`src/wasch_defines.vh`:
```
// constants for the wideband acquisition scheduler
// assumes a 200 MHz clock and a byte-addressed control memory port
`ifndef WASCH_DEFINES_VH
`define WASCH_DEFINES_VH
// control memory offsets
`define WASCH_OFS_PERIOD   8'h50
`define WASCH_OFS_OFFSET   8'h52
`define WASCH_OFS_DELAY    8'h54
`define WASCH_OFS_MODE     8'h56
`define WASCH_OFS_BURST    8'h5A
`define WASCH_OFS_XFER     8'h60
// reset values
`define WASCH_RST_PERIOD   16'h0001
`define WASCH_RST_OFFSET   16'h0000
`define WASCH_RST_DELAY    16'h0000
`define WASCH_RST_MODE     8'h00
`define WASCH_RST_BURST    8'h01
`define WASCH_RST_XFER     8'h00
// scheduling modes
`define WASCH_MODE_STOP    8'h00
`define WASCH_MODE_IDLE    8'h01
`define WASCH_MODE_RUN     8'h02
`define WASCH_MODE_BURST   8'h08
`define WASCH_MODE_BURST_ND 8'h09
// highest legal transfer mode method
`define WASCH_XFER_MAX     8'h04
// antenna select codes
`define WASCH_ANT_DIPOLE_X 3'h0
`define WASCH_ANT_MONO_Z   3'h1
`define WASCH_ANT_COIL_X   3'h2
`define WASCH_ANT_DOWNCONV 3'h3
`define WASCH_ANT_PROBE    3'h4
// data set limits in samples
`define WASCH_MAX_SAMPLES  13'h1400
`define WASCH_SYNC_SAMPLES 13'h0800
// timing, in nanoseconds
`define WASCH_CLK_NS       5
`define WASCH_LOW_NS       36000
`define WASCH_HIGH_NS      4500
`endif

```
`src/wasch_fifo.v`:
```
// sample FIFO with registered read data
// assumes one clock and an active-low asynchronous reset already synchronised
module wasch_fifo #(
   parameter WIDTH = 8,
   parameter DEPTH = 32,
   parameter AW    = 5
) (
   // clock and reset
   input  wire             clk,
   input  wire             rst_n,
   // fill side
   input  wire             in_valid,
   input  wire [WIDTH-1:0] in_data,
   output wire             in_ready,
   // drain side
   output reg              out_valid,
   output reg  [WIDTH-1:0] out_data,
   input  wire             out_ready
);
   reg [WIDTH-1:0] mem [0:DEPTH-1];
   reg [AW-1:0]    wr_ptr;
   reg [AW-1:0]    rd_ptr;
   reg [AW:0]      count;
   wire            push;
   wire            pop;
   localparam [AW:0] FULL = DEPTH[AW:0];

   assign in_ready = (count != FULL);
   assign push     = in_valid && in_ready;
   assign pop      = (count != {(AW+1){1'b0}}) && (!out_valid || out_ready);

   always @(posedge clk) begin
      if (push)
         mem[wr_ptr] <= in_data;
   end

   always @(posedge clk or negedge rst_n) begin
      if (!rst_n) begin
         wr_ptr    <= {AW{1'b0}};
         rd_ptr    <= {AW{1'b0}};
         count     <= {(AW+1){1'b0}};
         out_valid <= 1'b0;
         out_data  <= {WIDTH{1'b0}};
      end else begin
         if (push)
            wr_ptr <= wr_ptr + 1'b1;
         if (pop) begin
            rd_ptr    <= rd_ptr + 1'b1;
            out_data  <= mem[rd_ptr];
            out_valid <= 1'b1;
         end else if (out_ready) begin
            out_valid <= 1'b0;
         end
         if (push && !pop)
            count <= count + 1'b1;
         else if (pop && !push)
            count <= count - 1'b1;
      end
   end
endmodule // wasch_fifo

```
`src/wasch_sample_timer.v`:
```
// sample period timer: one strobe per receiver sample period while enabled
// assumes the 200 MHz clock and a synchronised active-low reset
`include "wasch_defines.vh"
module wasch_sample_timer (
   // clock and reset
   input  wire clk,
   input  wire rst_n,
   // control
   input  wire enable,
   input  wire band_high,
   // sample strobe
   output reg  strobe
);
   localparam [31:0] LOW_CYC  = `WASCH_LOW_NS / `WASCH_CLK_NS;
   localparam [31:0] HIGH_CYC = `WASCH_HIGH_NS / `WASCH_CLK_NS;
   reg  [12:0] cnt;
   wire [12:0] reload;

   // low band 36 us, high band 4.5 us
   assign reload = band_high ? (HIGH_CYC[12:0] - 13'h0001) : (LOW_CYC[12:0] - 13'h0001);

   always @(posedge clk or negedge rst_n) begin
      if (!rst_n) begin
         cnt    <= 13'h0000;
         strobe <= 1'b0;
      end else if (!enable) begin
         cnt    <= reload;
         strobe <= 1'b0;
      end else if (cnt == 13'h0000) begin
         cnt    <= reload;
         strobe <= 1'b1;
      end else begin
         cnt    <= cnt - 13'h0001;
         strobe <= 1'b0;
      end
   end
endmodule // wasch_sample_timer

```
`src/wasch_scheduler.v`:
```
// wideband acquisition scheduler: control memory, mode machine, schedule and sample path
// assumes tick, trigger, sleep and sample pins are asynchronous; software writes the control memory
//
// Behaviour
// - band sets 36 us or 4.5 us sampling
// - manual/auto gain, eight levels 0 to 70
// - five antennas; downconverter sets extension flag
// - data set never exceeds 5120 samples
// - lowfreq sync forces compression off
// - sync plus high band limits to 2048
// - limits effective only; commanded values kept
// - destination picks low or high rate stream
// - transfer mode byte selects five methods
// - period in ticks; zero means immediate
// - schedule when time mod period equals offset
// - tick delay between successive minipackets
// - mode 0 halts; sleep forces mode 0
// - mode 1 one acquisition per trigger
// - mode 2 acquires continuously on schedule
// - mode 8 bursts count sets, then mode 1
// - burst never restarts by itself
// - 0/1 abort keeps counter; 8/9 reload
// - mode 9 also holds off dust acquisitions
`include "wasch_defines.vh"
module wasch_scheduler (
   // clock and reset
   input  wire        clk,
   input  wire        arst_n,
   // control memory port
   input  wire [7:0]  mem_addr,
   input  wire [15:0] mem_wdata,
   input  wire        mem_wr,
   input  wire        mem_rd,
   output reg  [15:0] mem_rdata,
   // commanded configuration
   input  wire        band_high,
   input  wire [2:0]  antenna_sel,
   input  wire        gain_auto,
   input  wire [2:0]  gain_level,
   input  wire        dest_high,
   input  wire        cmprs_on,
   input  wire        fixed_sample_count_route,
   input  wire [12:0] word_count,
   input  wire        lowfreq_sync,
   // pins from outside
   input  wire        sleep,
   input  wire        realtime_interval_tick,
   input  wire        trigger,
   input  wire [7:0]  sample_data,
   // receiver control outputs
   output reg         band_high_out,
   output reg  [2:0]  antenna_out,
   output reg         gain_auto_out,
   output reg  [6:0]  gain_db,
   output reg         dest_high_out,
   output reg         cmprs_en,
   output reg         fixed_count_out,
   output reg  [12:0] set_size,
   output reg         status_extension_flag,
   output reg  [2:0]  transfer_method,
   output reg         dust_hold,
   output reg         acq_active,
   // sample stream
   output wire        out_valid,
   output wire [7:0]  out_data,
   input  wire        out_ready
);
   localparam [1:0] S_WAIT = 2'h0;
   localparam [1:0] S_ACQ  = 2'h1;
   localparam [1:0] S_GAP  = 2'h2;

   reg        rst_q1;
   reg        rst_n;
   reg  [2:0] tick_s;
   reg  [2:0] trig_s;
   reg  [1:0] sleep_s;
   reg  [7:0] data_q1;
   reg  [7:0] data_q2;

   reg  [15:0] period;
   reg  [15:0] offset;
   reg  [15:0] delay;
   reg  [7:0]  mode;
   reg  [7:0]  burst_count;
   reg  [7:0]  xfer_mode;
   reg  [7:0]  burst_left;
   reg  [15:0] phase;
   reg         sched_pend;
   reg         trig_pend;
   reg  [1:0]  state;
   reg  [12:0] samples_left;
   reg  [15:0] gap_left;

   wire        tick;
   wire        trig_edge;
   wire        sleeping;
   wire        wr_mode;
   wire        is_burst;
   wire        sched_go;
   wire        start;
   wire        strobe;
   wire        fifo_ready;
   wire        push;
   wire        set_done;
   wire [15:0] next_phase;
   wire [12:0] capped;
   wire [12:0] eff_count;

   // reset release through two flops
   always @(posedge clk or negedge arst_n) begin
      if (!arst_n) begin
         rst_q1 <= 1'b0;
         rst_n  <= 1'b0;
      end else begin
         rst_q1 <= 1'b1;
         rst_n  <= rst_q1;
      end
   end

   // pin synchronisers
   always @(posedge clk or negedge rst_n) begin
      if (!rst_n) begin
         tick_s  <= 3'h0;
         trig_s  <= 3'h0;
         sleep_s <= 2'h0;
         data_q1 <= 8'h00;
         data_q2 <= 8'h00;
      end else begin
         tick_s  <= {tick_s[1:0], realtime_interval_tick};
         trig_s  <= {trig_s[1:0], trigger};
         sleep_s <= {sleep_s[0], sleep};
         data_q1 <= sample_data;
         data_q2 <= data_q1;
      end
   end

   assign tick      = tick_s[1] && !tick_s[2];
   assign trig_edge = trig_s[1] && !trig_s[2];
   assign sleeping  = sleep_s[1];
   assign wr_mode   = mem_wr && (mem_addr == `WASCH_OFS_MODE);
   assign is_burst  = (mode == `WASCH_MODE_BURST) || (mode == `WASCH_MODE_BURST_ND);

   // effective data set size
   assign capped    = (word_count > `WASCH_MAX_SAMPLES) ? `WASCH_MAX_SAMPLES : word_count;
   assign eff_count = (lowfreq_sync && band_high && capped > `WASCH_SYNC_SAMPLES) ?
                      `WASCH_SYNC_SAMPLES : capped;

   // control memory writes
   always @(posedge clk or negedge rst_n) begin
      if (!rst_n) begin
         period      <= `WASCH_RST_PERIOD;
         offset      <= `WASCH_RST_OFFSET;
         delay       <= `WASCH_RST_DELAY;
         burst_count <= `WASCH_RST_BURST;
         xfer_mode   <= `WASCH_RST_XFER;
      end else if (mem_wr) begin
         case (mem_addr)
            `WASCH_OFS_PERIOD: period      <= mem_wdata;
            `WASCH_OFS_OFFSET: offset      <= mem_wdata;
            `WASCH_OFS_DELAY:  delay       <= mem_wdata;
            `WASCH_OFS_BURST:  burst_count <= mem_wdata[7:0];
            `WASCH_OFS_XFER:   xfer_mode   <= mem_wdata[7:0];
            default: ;
         endcase
      end
   end

   // control memory reads, one cycle later
   always @(posedge clk or negedge rst_n) begin
      if (!rst_n) begin
         mem_rdata <= 16'h0000;
      end else if (mem_rd) begin
         case (mem_addr)
            `WASCH_OFS_PERIOD: mem_rdata <= period;
            `WASCH_OFS_OFFSET: mem_rdata <= offset;
            `WASCH_OFS_DELAY:  mem_rdata <= delay;
            `WASCH_OFS_MODE:   mem_rdata <= {8'h00, mode};
            `WASCH_OFS_BURST:  mem_rdata <= {8'h00, burst_count};
            `WASCH_OFS_XFER:   mem_rdata <= {8'h00, xfer_mode};
            default:           mem_rdata <= 16'h0000;
         endcase
      end
   end

   // tick phase: system time modulo the period
   assign next_phase = (phase + 16'h0001 >= period) ? 16'h0000 : phase + 16'h0001;

   always @(posedge clk or negedge rst_n) begin
      if (!rst_n) begin
         phase      <= 16'h0000;
         sched_pend <= 1'b0;
      end else if (tick) begin
         phase      <= next_phase;
         // a hit books the following tick period
         sched_pend <= (period != 16'h0000) && (phase == offset);
      end
   end

   // zero period schedules at once, otherwise at the booked tick
   assign sched_go = (period == 16'h0000) ? 1'b1 : (sched_pend && tick);

   // idle trigger latch; a trigger in the clearing cycle still counts
   always @(posedge clk or negedge rst_n) begin
      if (!rst_n)
         trig_pend <= 1'b0;
      else if (mode != `WASCH_MODE_IDLE || sleeping)
         trig_pend <= 1'b0;
      else if (trig_edge)
         trig_pend <= 1'b1;
      else if (start)
         trig_pend <= 1'b0;
   end

   assign start = (state == S_WAIT) && !sleeping && (
                  ((mode == `WASCH_MODE_IDLE) && trig_pend) ||
                  ((mode == `WASCH_MODE_RUN) && sched_go) ||
                  (is_burst && (burst_left != 8'h00) && sched_go));

   assign push     = strobe && fifo_ready;
   assign set_done = (state == S_ACQ) && push && (samples_left == 13'h0001);

   // acquisition sequencer
   always @(posedge clk or negedge rst_n) begin
      if (!rst_n) begin
         state        <= S_WAIT;
         samples_left <= 13'h0000;
         gap_left     <= 16'h0000;
      end else begin
         case (state)
            S_WAIT: begin
               if (start) begin
                  state        <= (eff_count == 13'h0000) ? S_WAIT : S_ACQ;
                  samples_left <= eff_count;
               end
            end
            S_ACQ: begin
               if (sleeping || mode == `WASCH_MODE_STOP) begin
                  state <= S_WAIT;
               end else if (push) begin
                  samples_left <= samples_left - 13'h0001;
                  if (samples_left == 13'h0001) begin
                     gap_left <= delay;
                     state    <= (delay == 16'h0000) ? S_WAIT : S_GAP;
                  end
               end
            end
            S_GAP: begin
               if (tick) begin
                  gap_left <= gap_left - 16'h0001;
                  if (gap_left == 16'h0001)
                     state <= S_WAIT;
               end
            end
            default: state <= S_WAIT;
         endcase
      end
   end

   // scheduling mode and burst counter
   always @(posedge clk or negedge rst_n) begin
      if (!rst_n) begin
         mode       <= `WASCH_RST_MODE;
         burst_left <= 8'h00;
      end else if (sleeping) begin
         mode <= `WASCH_MODE_STOP;
      end else if (wr_mode) begin
         mode <= mem_wdata[7:0];
         // 8 or 9 reload and start afresh, 0 or 1 leave the counter alone
         if (mem_wdata[7:0] == `WASCH_MODE_BURST || mem_wdata[7:0] == `WASCH_MODE_BURST_ND)
            burst_left <= burst_count;
      end else if (is_burst) begin
         if (set_done)
            burst_left <= burst_left - 8'h01;
         // back to idle only; a new burst needs a fresh mode write
         if (burst_left == 8'h00 || (set_done && burst_left == 8'h01))
            mode <= `WASCH_MODE_IDLE;
      end
   end

   // registered receiver controls
   always @(posedge clk or negedge rst_n) begin
      if (!rst_n) begin
         band_high_out         <= 1'b0;
         antenna_out           <= `WASCH_ANT_DIPOLE_X;
         gain_auto_out         <= 1'b0;
         gain_db               <= 7'h00;
         dest_high_out         <= 1'b0;
         cmprs_en              <= 1'b0;
         fixed_count_out       <= 1'b0;
         set_size              <= 13'h0000;
         status_extension_flag <= 1'b0;
         transfer_method       <= 3'h0;
         dust_hold             <= 1'b0;
         acq_active            <= 1'b0;
      end else begin
         band_high_out         <= band_high;
         antenna_out           <= (antenna_sel > `WASCH_ANT_PROBE) ? `WASCH_ANT_DIPOLE_X : antenna_sel;
         gain_auto_out         <= gain_auto;
         gain_db               <= {1'b0, gain_level, 3'h0} + {3'h0, gain_level, 1'b0};
         dest_high_out         <= dest_high;
         cmprs_en              <= cmprs_on && !lowfreq_sync;
         fixed_count_out       <= fixed_sample_count_route;
         set_size              <= eff_count;
         status_extension_flag <= (antenna_sel == `WASCH_ANT_DOWNCONV);
         transfer_method       <= (xfer_mode > `WASCH_XFER_MAX) ? 3'h0 : xfer_mode[2:0];
         dust_hold             <= (mode == `WASCH_MODE_BURST_ND);
         acq_active            <= (state == S_ACQ);
      end
   end

   // sample timing runs only while the FIFO can take a sample
   wasch_sample_timer u_timer (
      .clk       (clk),
      .rst_n     (rst_n),
      .enable    ((state == S_ACQ) && fifo_ready),
      .band_high (band_high),
      .strobe    (strobe)
   );

   wasch_fifo #(
      .WIDTH (8),
      .DEPTH (32),
      .AW    (5)
   ) u_fifo (
      .clk       (clk),
      .rst_n     (rst_n),
      .in_valid  (push),
      .in_data   (data_q2),
      .in_ready  (fifo_ready),
      .out_valid (out_valid),
      .out_data  (out_data),
      .out_ready (out_ready)
   );
endmodule // wasch_scheduler

```
`config.mk`:
```
export PLATFORM = sky130hd
export DESIGN_NAME = wasch_scheduler
export DESIGN_NICKNAME = d
export VERILOG_FILES = /design/src/wasch_fifo.v /design/src/wasch_sample_timer.v /design/src/wasch_scheduler.v
export VERILOG_INCLUDE_DIRS = /design/src
export SDC_FILE = /design/constraint.sdc
export NUM_CORES = 1
export LEC_CHECK = 0
export ABC_AREA = 1
export BUFFER_PORTS_ARGS = -buffer_cell sky130_fd_sc_hd__buf_2
export CAP_MARGIN = 5
export CORE_ASPECT_RATIO = 1.25
export CORE_MARGIN = 2
export CORE_UTILIZATION = 51
export DETAILED_ROUTE_END_ITERATION = 7
export GPL_TIMING_DRIVEN = 0
export PLACE_DENSITY = 0.76
export SETUP_SLACK_MARGIN = 0.15
export SYNTH_ARGS = -nofsm -noshare
export SYNTH_HDL_FRONTEND = slang
export SYNTH_SLANG_ARGS = --single-unit
```
`constraint.sdc`:
```
create_clock -name clk -period 8.9 [get_ports clk]
set_input_delay 1.78 -clock clk [delete_from_list [all_inputs] [get_ports clk]]
set_output_delay 1.78 -clock clk [all_outputs]
set_load 0.005 [all_outputs]
```
* Yosys cells after proc, flatten, opt, wreduce, memory -nomap -nowiden
Memory sizes are Yosys's and may differ from the RTL's. A register that Yosys moved wholly into a read port is not among the register bits.
Index checks and enable logic that the tools add are counted.
** Word-level totals
- Flip-flop bits (word level) :: 236
- Bits in writable memories :: 256
- Memories :: 1
** Memory list
- u_fifo.mem :: words 32, bits a word 8, read ports 1, clocked after Yosys merged registers in 1, wr ports 1, line wasch_fifo.v:20 : reg [WIDTH-1:0] mem [0:DEPTH-1];
** Operators by class
- Add/subtract/negate cells :: 10
- Magnitude comparators :: 5
- Equal/unequal tests :: 30
- Multiplexer cells :: 47
- Bitwise gates (word level) :: 1
- Reduce and logical (&&, ||, !) cells :: 68
** Operators by type and width (count)
- 2-to-1 mux 13 bit :: 8
- case mux 16 bit (6 select lines) :: 1
- 2-to-1 mux 16 bit :: 5
- 2-to-1 mux 8 bit :: 8
- == test 8 x 7 -> 1 bit (second input constant) :: 6
- == test 8 x 4 -> 1 bit (second input constant) :: 4
- logical NOT 16 bit :: 2
- case mux 16 bit (2 select lines) :: 1
- logical NOT 13 bit :: 2
- case mux 13 bit (2 select lines) :: 1
- subtractor 13 x 1 -> 13 bit (second input constant) :: 2
- logical AND 1 bit :: 23
- adder 16 x 1 -> 16 bit (second input constant) :: 1
- == test 16 x 1 -> 1 bit (second input constant) :: 1
- == test 16 bit :: 1
- == test 8 x 1 -> 1 bit (second input constant) :: 2
- >= comparator 16 bit :: 1
- logical NOT 8 bit :: 2
- nonzero test 16 bit :: 1
- subtractor 16 x 1 -> 16 bit (second input constant) :: 1
- 2-to-1 mux 2 bit :: 7
- == test 13 x 1 -> 1 bit (second input constant) :: 1
- > comparator 13 x 12 -> 1 bit (second input constant) :: 1
- > comparator 13 bit (second input constant) :: 1
- other kinds (31) :: 78

* Depth between registers and ports, before layout
- Depth in word-level cells :: 11
- Gate-level depth with buffers :: 19

* By module
A second synthesis with hierarchy kept.
** Unflattened totals
- Cell total of the unflattened synthesis :: 2576
- Area total of the unflattened synthesis :: 23452.5 sq um
** By module, submodules not included
- wasch_fifo :: instances 1, cells each 1145, area an instance 12184.2 sq um, sequential area each 8313.0 sq um
- wasch_scheduler :: instances 1, cells each 1327, area an instance 10455.0 sq um, sequential area each 5107.4 sq um
- wasch_sample_timer :: instances 1, cells each 104, area an instance 813.3 sq um, sequential area each 350.3 sq um

* Worst setup path before layout
No wires, ideal clock.
- Kind :: input to register
- Start :: in out_ready
- End :: reg u_fifo.count[5]
- Arrival time :: 3745 ps
- Slack :: 5075 ps
- Stages on the path :: 17
- Cell sequence :: inv_1 -> nand2_1 -> nand2_1 -> clkbuf_1 -> ha_1 -> inv_1 -> ha_1 -> nand2_1 -> nand2_1 -> a31oi_1 -> nor2_1 -> nor2_1 -> nor2_1 -> o21ai_0 -> nand2_1 -> nor2_1 -> xor2_1
** On the way
- Word-level cells in the longest chain between the ends :: 5
** Ends and longest elaborated chain
- start, declared :: line wasch_scheduler.v:66 : input wire out_ready
- logical OR 1 bit * :: line wasch_fifo.v:30 : assign pop = (count != {(AW+1){1'b0}}) && (!out_valid || out_ready);
- logical AND 1 bit * :: line wasch_fifo.v:30
- logical NOT 1 bit :: line wasch_fifo.v:54 : if (push && !pop)
- logical AND 1 bit :: line wasch_fifo.v:54
- 2-to-1 mux 6 bit or nonzero test 2 bit (tied branches)
- end signal, assigned :: line wasch_fifo.v:41 : count <= {(AW+1){1'b0}};
- end signal, assigned :: line wasch_fifo.v:55 : count <= count + 1'b1;
- end signal, assigned :: line wasch_fifo.v:57 : count <= count - 1'b1;
- end, declared :: line wasch_fifo.v:23 : reg [AW:0] count;
Mark *: on every way between the ends. The rest lies on a longest branch, timed or not.
A chain may end at the register's enable or synchronous reset.

* Final worst setup path
Ends and elaborated chain as after synthesis.

==> flow_summary_export.csv <==
group,metric,value,unit
outcome,run_status,"finished clean",
clocking,htree_levels,2,
cells_and_area,final_cell_mix,"nand2_1, nor2_1, edfxtp_1",
detailed_routing,drc,0,
detailed_routing,drtPass1Iterations,6,
yosys,synth_top_family_by_area,"simple AND/OR/NAND/NOR gates",
yosys,synth.distinct_cells,61,
sta,setup_viol,0,
floorplan,chipWidth,190,µm
sta,post-route-period-util,45.3,%
yosys,ys.flop_type,"edfxtp_1",
clocking,clk_pin_slew,0.06,ns
yosys,synth-simple-area-share,15.4,%
floorplan,core.rowCount,85,
yosys,synth_area_leader_cell,"edfxtp_1",
detailed_routing,vias,16985,
hold_path,whs_endpoint,"trig_s[1]$_DFF_PN0_",
clocking,cts_buffer_depth,3,
yosys,yosysWarnings,0,
detailed_routing,wl_per_cell,20.4,µm
global_route,use_met3,4.06,%
detailed_routing,drt_iter0_markers,1792,
floorplan,design.core.area,43000,µm²
sta,fmax,248,MHz
global_route,grt.busiest_layer,"met2",
place,place.gp.congestion,0.929,
critical_path,reg2reg_to,"u_fifo.count[5]$_DFFE_PN0P_",
cells_and_area,diodes,0,
cells_and_area,post-route-cell-area,25200,µm²
yosys,seq_area_frac_synth,62.2,%
yosys,synth_edf_count,256,
detailed_routing,viasPerCell,5.77,
critical_path,r2r_slack,5.40,ns
sta,min_period,4.03,ns
cells_and_area,final_common_cell,"nand2_1",
floorplan,die-area,45100,µm²
clocking,postCtsHoldBufs,0,
cells_and_area,instances_no_fill,2946,
clocking,tritoncts,"yes",
critical_path,cpMaxStageDelayCell,"clkbuf_1",
critical_path,rr_worst_depth,19,
sta,tightest_slew,1.32,ns
critical_path,max_stage_delay,0.50,ns
sta,relSlewSlack,12.2,%
cells_and_area,final_core_util,58.6,%
critical_path,path_max_fanout,10,
yosys,async_flop_share,48.7,%
global_route,met1_usage,32.5,%
critical_path,start_kind,"input pin",
yosys,synth-compound-area-share,13.2,%
global_route,grt_max_degree,74,
clocking,post_cts_buffers,0,
yosys,synth_top_area_share,34.7,%
floorplan,die_h,237,µm
pwr,power.leakage,0.0102,µW
cells_and_area,area_delta_synth_final,13.7,%
critical_path,timing.rr.start,"u_fifo.count[1]$_DFFE_PN0P_",
hold_path,hold_depth,0,
hold_path,min_from,"trig_s[0]$_DFF_PN0_",
critical_path,worst_path_most_repeated_cell,"nand2_1",
detailed_routing,postRouteAntennaNets,0,
yosys,ys_ff_latch,499,
yosys,synthAdderAreaFrac,2.18,%
global_route,globalRouteOverflowTotal,0,
global_route,grt_pass1_wl,93.7,mm
pwr,powerDensity,259,nW/µm²
floorplan,ios,124,
global_route,antenna_found_initial,0,
sta,rsz0062_at_grt,"false",
yosys,syn_nets,2273,
flow_run,maxCapViolCount,0,
detailed_routing,wirelength,60.2,mm
clocking,clk_latency,0.61,ns
clocking,cts_buffers,48,
sta,fin_worst_skew,0.0347,ns
place,portBuffers,121,
yosys,avgSynthCellArea,10.2,µm²
critical_path,endpoint_kind,"register",
cells_and_area,drive_above_1_share,12.4,%
global_route,grt_usage,26.9,%
critical_path,critPathArrivalTime,4.55,ns
pwr,ir_worst_vdd,0.179,mV
clocking,cts-root-buf,"clkbuf_16",
place,dp.cells,2859,
sta,final-max-slew-violation-count,0,
global_route,grt_pass1_vias,17087,
yosys,yosys.area_share.xor_xnor,1.58,%
global_route,gr-usage-met2,47.7,%
critical_path,crit_chain,"buf_2 -> inv_1 -> nand2_1 -> nand2_1 -> clkbuf_1 -> ha_1 -> inv_1 -> ha_1 -> nand2_1 -> nand2_1 -> a31oi_1 -> nor2_1 -> nor2_1 -> nor2_1 -> o21ai_0 -> nand2_1 -> nor2_1 -> xor2_1",
place,dp.final_hpwl,41.5,mm
yosys,synthMuxAreaShare,0,%
place,postPlaceCellArea,23500,µm²
cells_and_area,fin_nets,2447,
sta,tns,0,ns
hold_path,hold_path.class,"reg2reg",
yosys,synth.top_cells.by_area,"edfxtp_1, dfrtp_1, nand2_1, o21ai_0, nor2_1",
clocking,cts.sinks,499,
critical_path,worstPathRequired,9.41,ns
sta,hold_violations,0,
floorplan,start_util,51.5,%
critical_path,path_class,"in2reg",
yosys,synth.cell_area,22100,µm²
yosys,syn_inst,2170,
clocking,ctsResizeCount,0,
[worst max-delay path by stage]
stage	startpoint	endpoint	cells past startpoint
after floorplan	rst_n$_DFF_PN0_	acq_active$_DFF_PN0_	0
after global placement	rst_n$_DFF_PN0_	mem_rdata[11]$_DFFE_PN0P_	0
after detailed placement	out_ready	u_fifo.count[5]$_DFFE_PN0P_	18
after CTS	out_ready	u_fifo.count[5]$_DFFE_PN0P_	18
after global routing	out_ready	u_fifo.count[5]$_DFFE_PN0P_	18
final	out_ready	u_fifo.count[5]$_DFFE_PN0P_	18
[cell type report]
class                      instances  area (µm²)
timing repair buffer             124         688
clock buffer                      58        1280
sequential                       499       13800
inverter                         229         860
fill                            3542       17800
tap                              565         707
clock inverter                    29         349
buffer                            85         357
multi-input combinational       1357        7160
[registers in the layout (all words and copies together), names as in the netlist, 13 cells and up]
signal        cells
delay            16
gap_left         16
mem_rdata        16
offset           16
period           16
phase            16
samples_left     13
set_size         13
u_fifo.mem      256
u_timer.cnt      13
[through the flow]
step	power, µW	worst slack [ns]	hold slack (ns)
final	6510	4.87	0.343
after global routing	6760	4.70	0.347
after CTS	6500	4.87	0.346
after detailed placement	4370	4.24	0.335
after global placement	4320	-1.26	0.331
after floorplan	3730	1.63	0.331
[logic make-up (layout without fill, tap and decap cells)]
family / Yosys count / count (layout)
simple gates: 784 / 784
flops: 499 / 499
compound gates: 493 / 493
buf+inv: 314 / 525
xor+xnor: 40 / 40
fa+ha+maj: 38 / 38
other cells: 2 / 2
[where the power goes]
part           leakage [µW]  internal [µW]  switching, µW
sequential          0.00536           2550            128
clock              0.000772           1230            894
combinational       0.00409            502           1200
[worst max-delay path: cells and delay by family]
kind | cells | cell delay, ns
AO/OA/AOI/OAI | 2 | 0.34
AND/OR/NAND/NOR | 9 | 0.92
buffers and inverters | 4 | 0.76
XOR/XNOR | 1 | 0.16
adder cells (fa/ha/maj) | 2 | 0.60
[synth_stat cells, types with 25 or more instances]
cell and number:
nand2_1 336, nor2_1 276, nand4_1 38, xor2_1 32, inv_1 201, a21oi_1 40
o22ai_1 75, edfxtp_1 256, ha_1 37, o21ai_1 40, o221ai_1 25, nand3_1 67
clkbuf_1 68, dfrtp_1 241, o21ai_0 239
[per-layer routing]
layer / vias up / share of wire (%) / wire length (µm)
li1: 7830 / - / -
met1: 8176 / 37 / 22200
met2: 826 / 52 / 31000
met3: 153 / 7.7 / 4660
met4: 0 / 3.8 / 2310
met5: - / 0 / 0
Note: power is estimated with default switching activity, not from simulation.
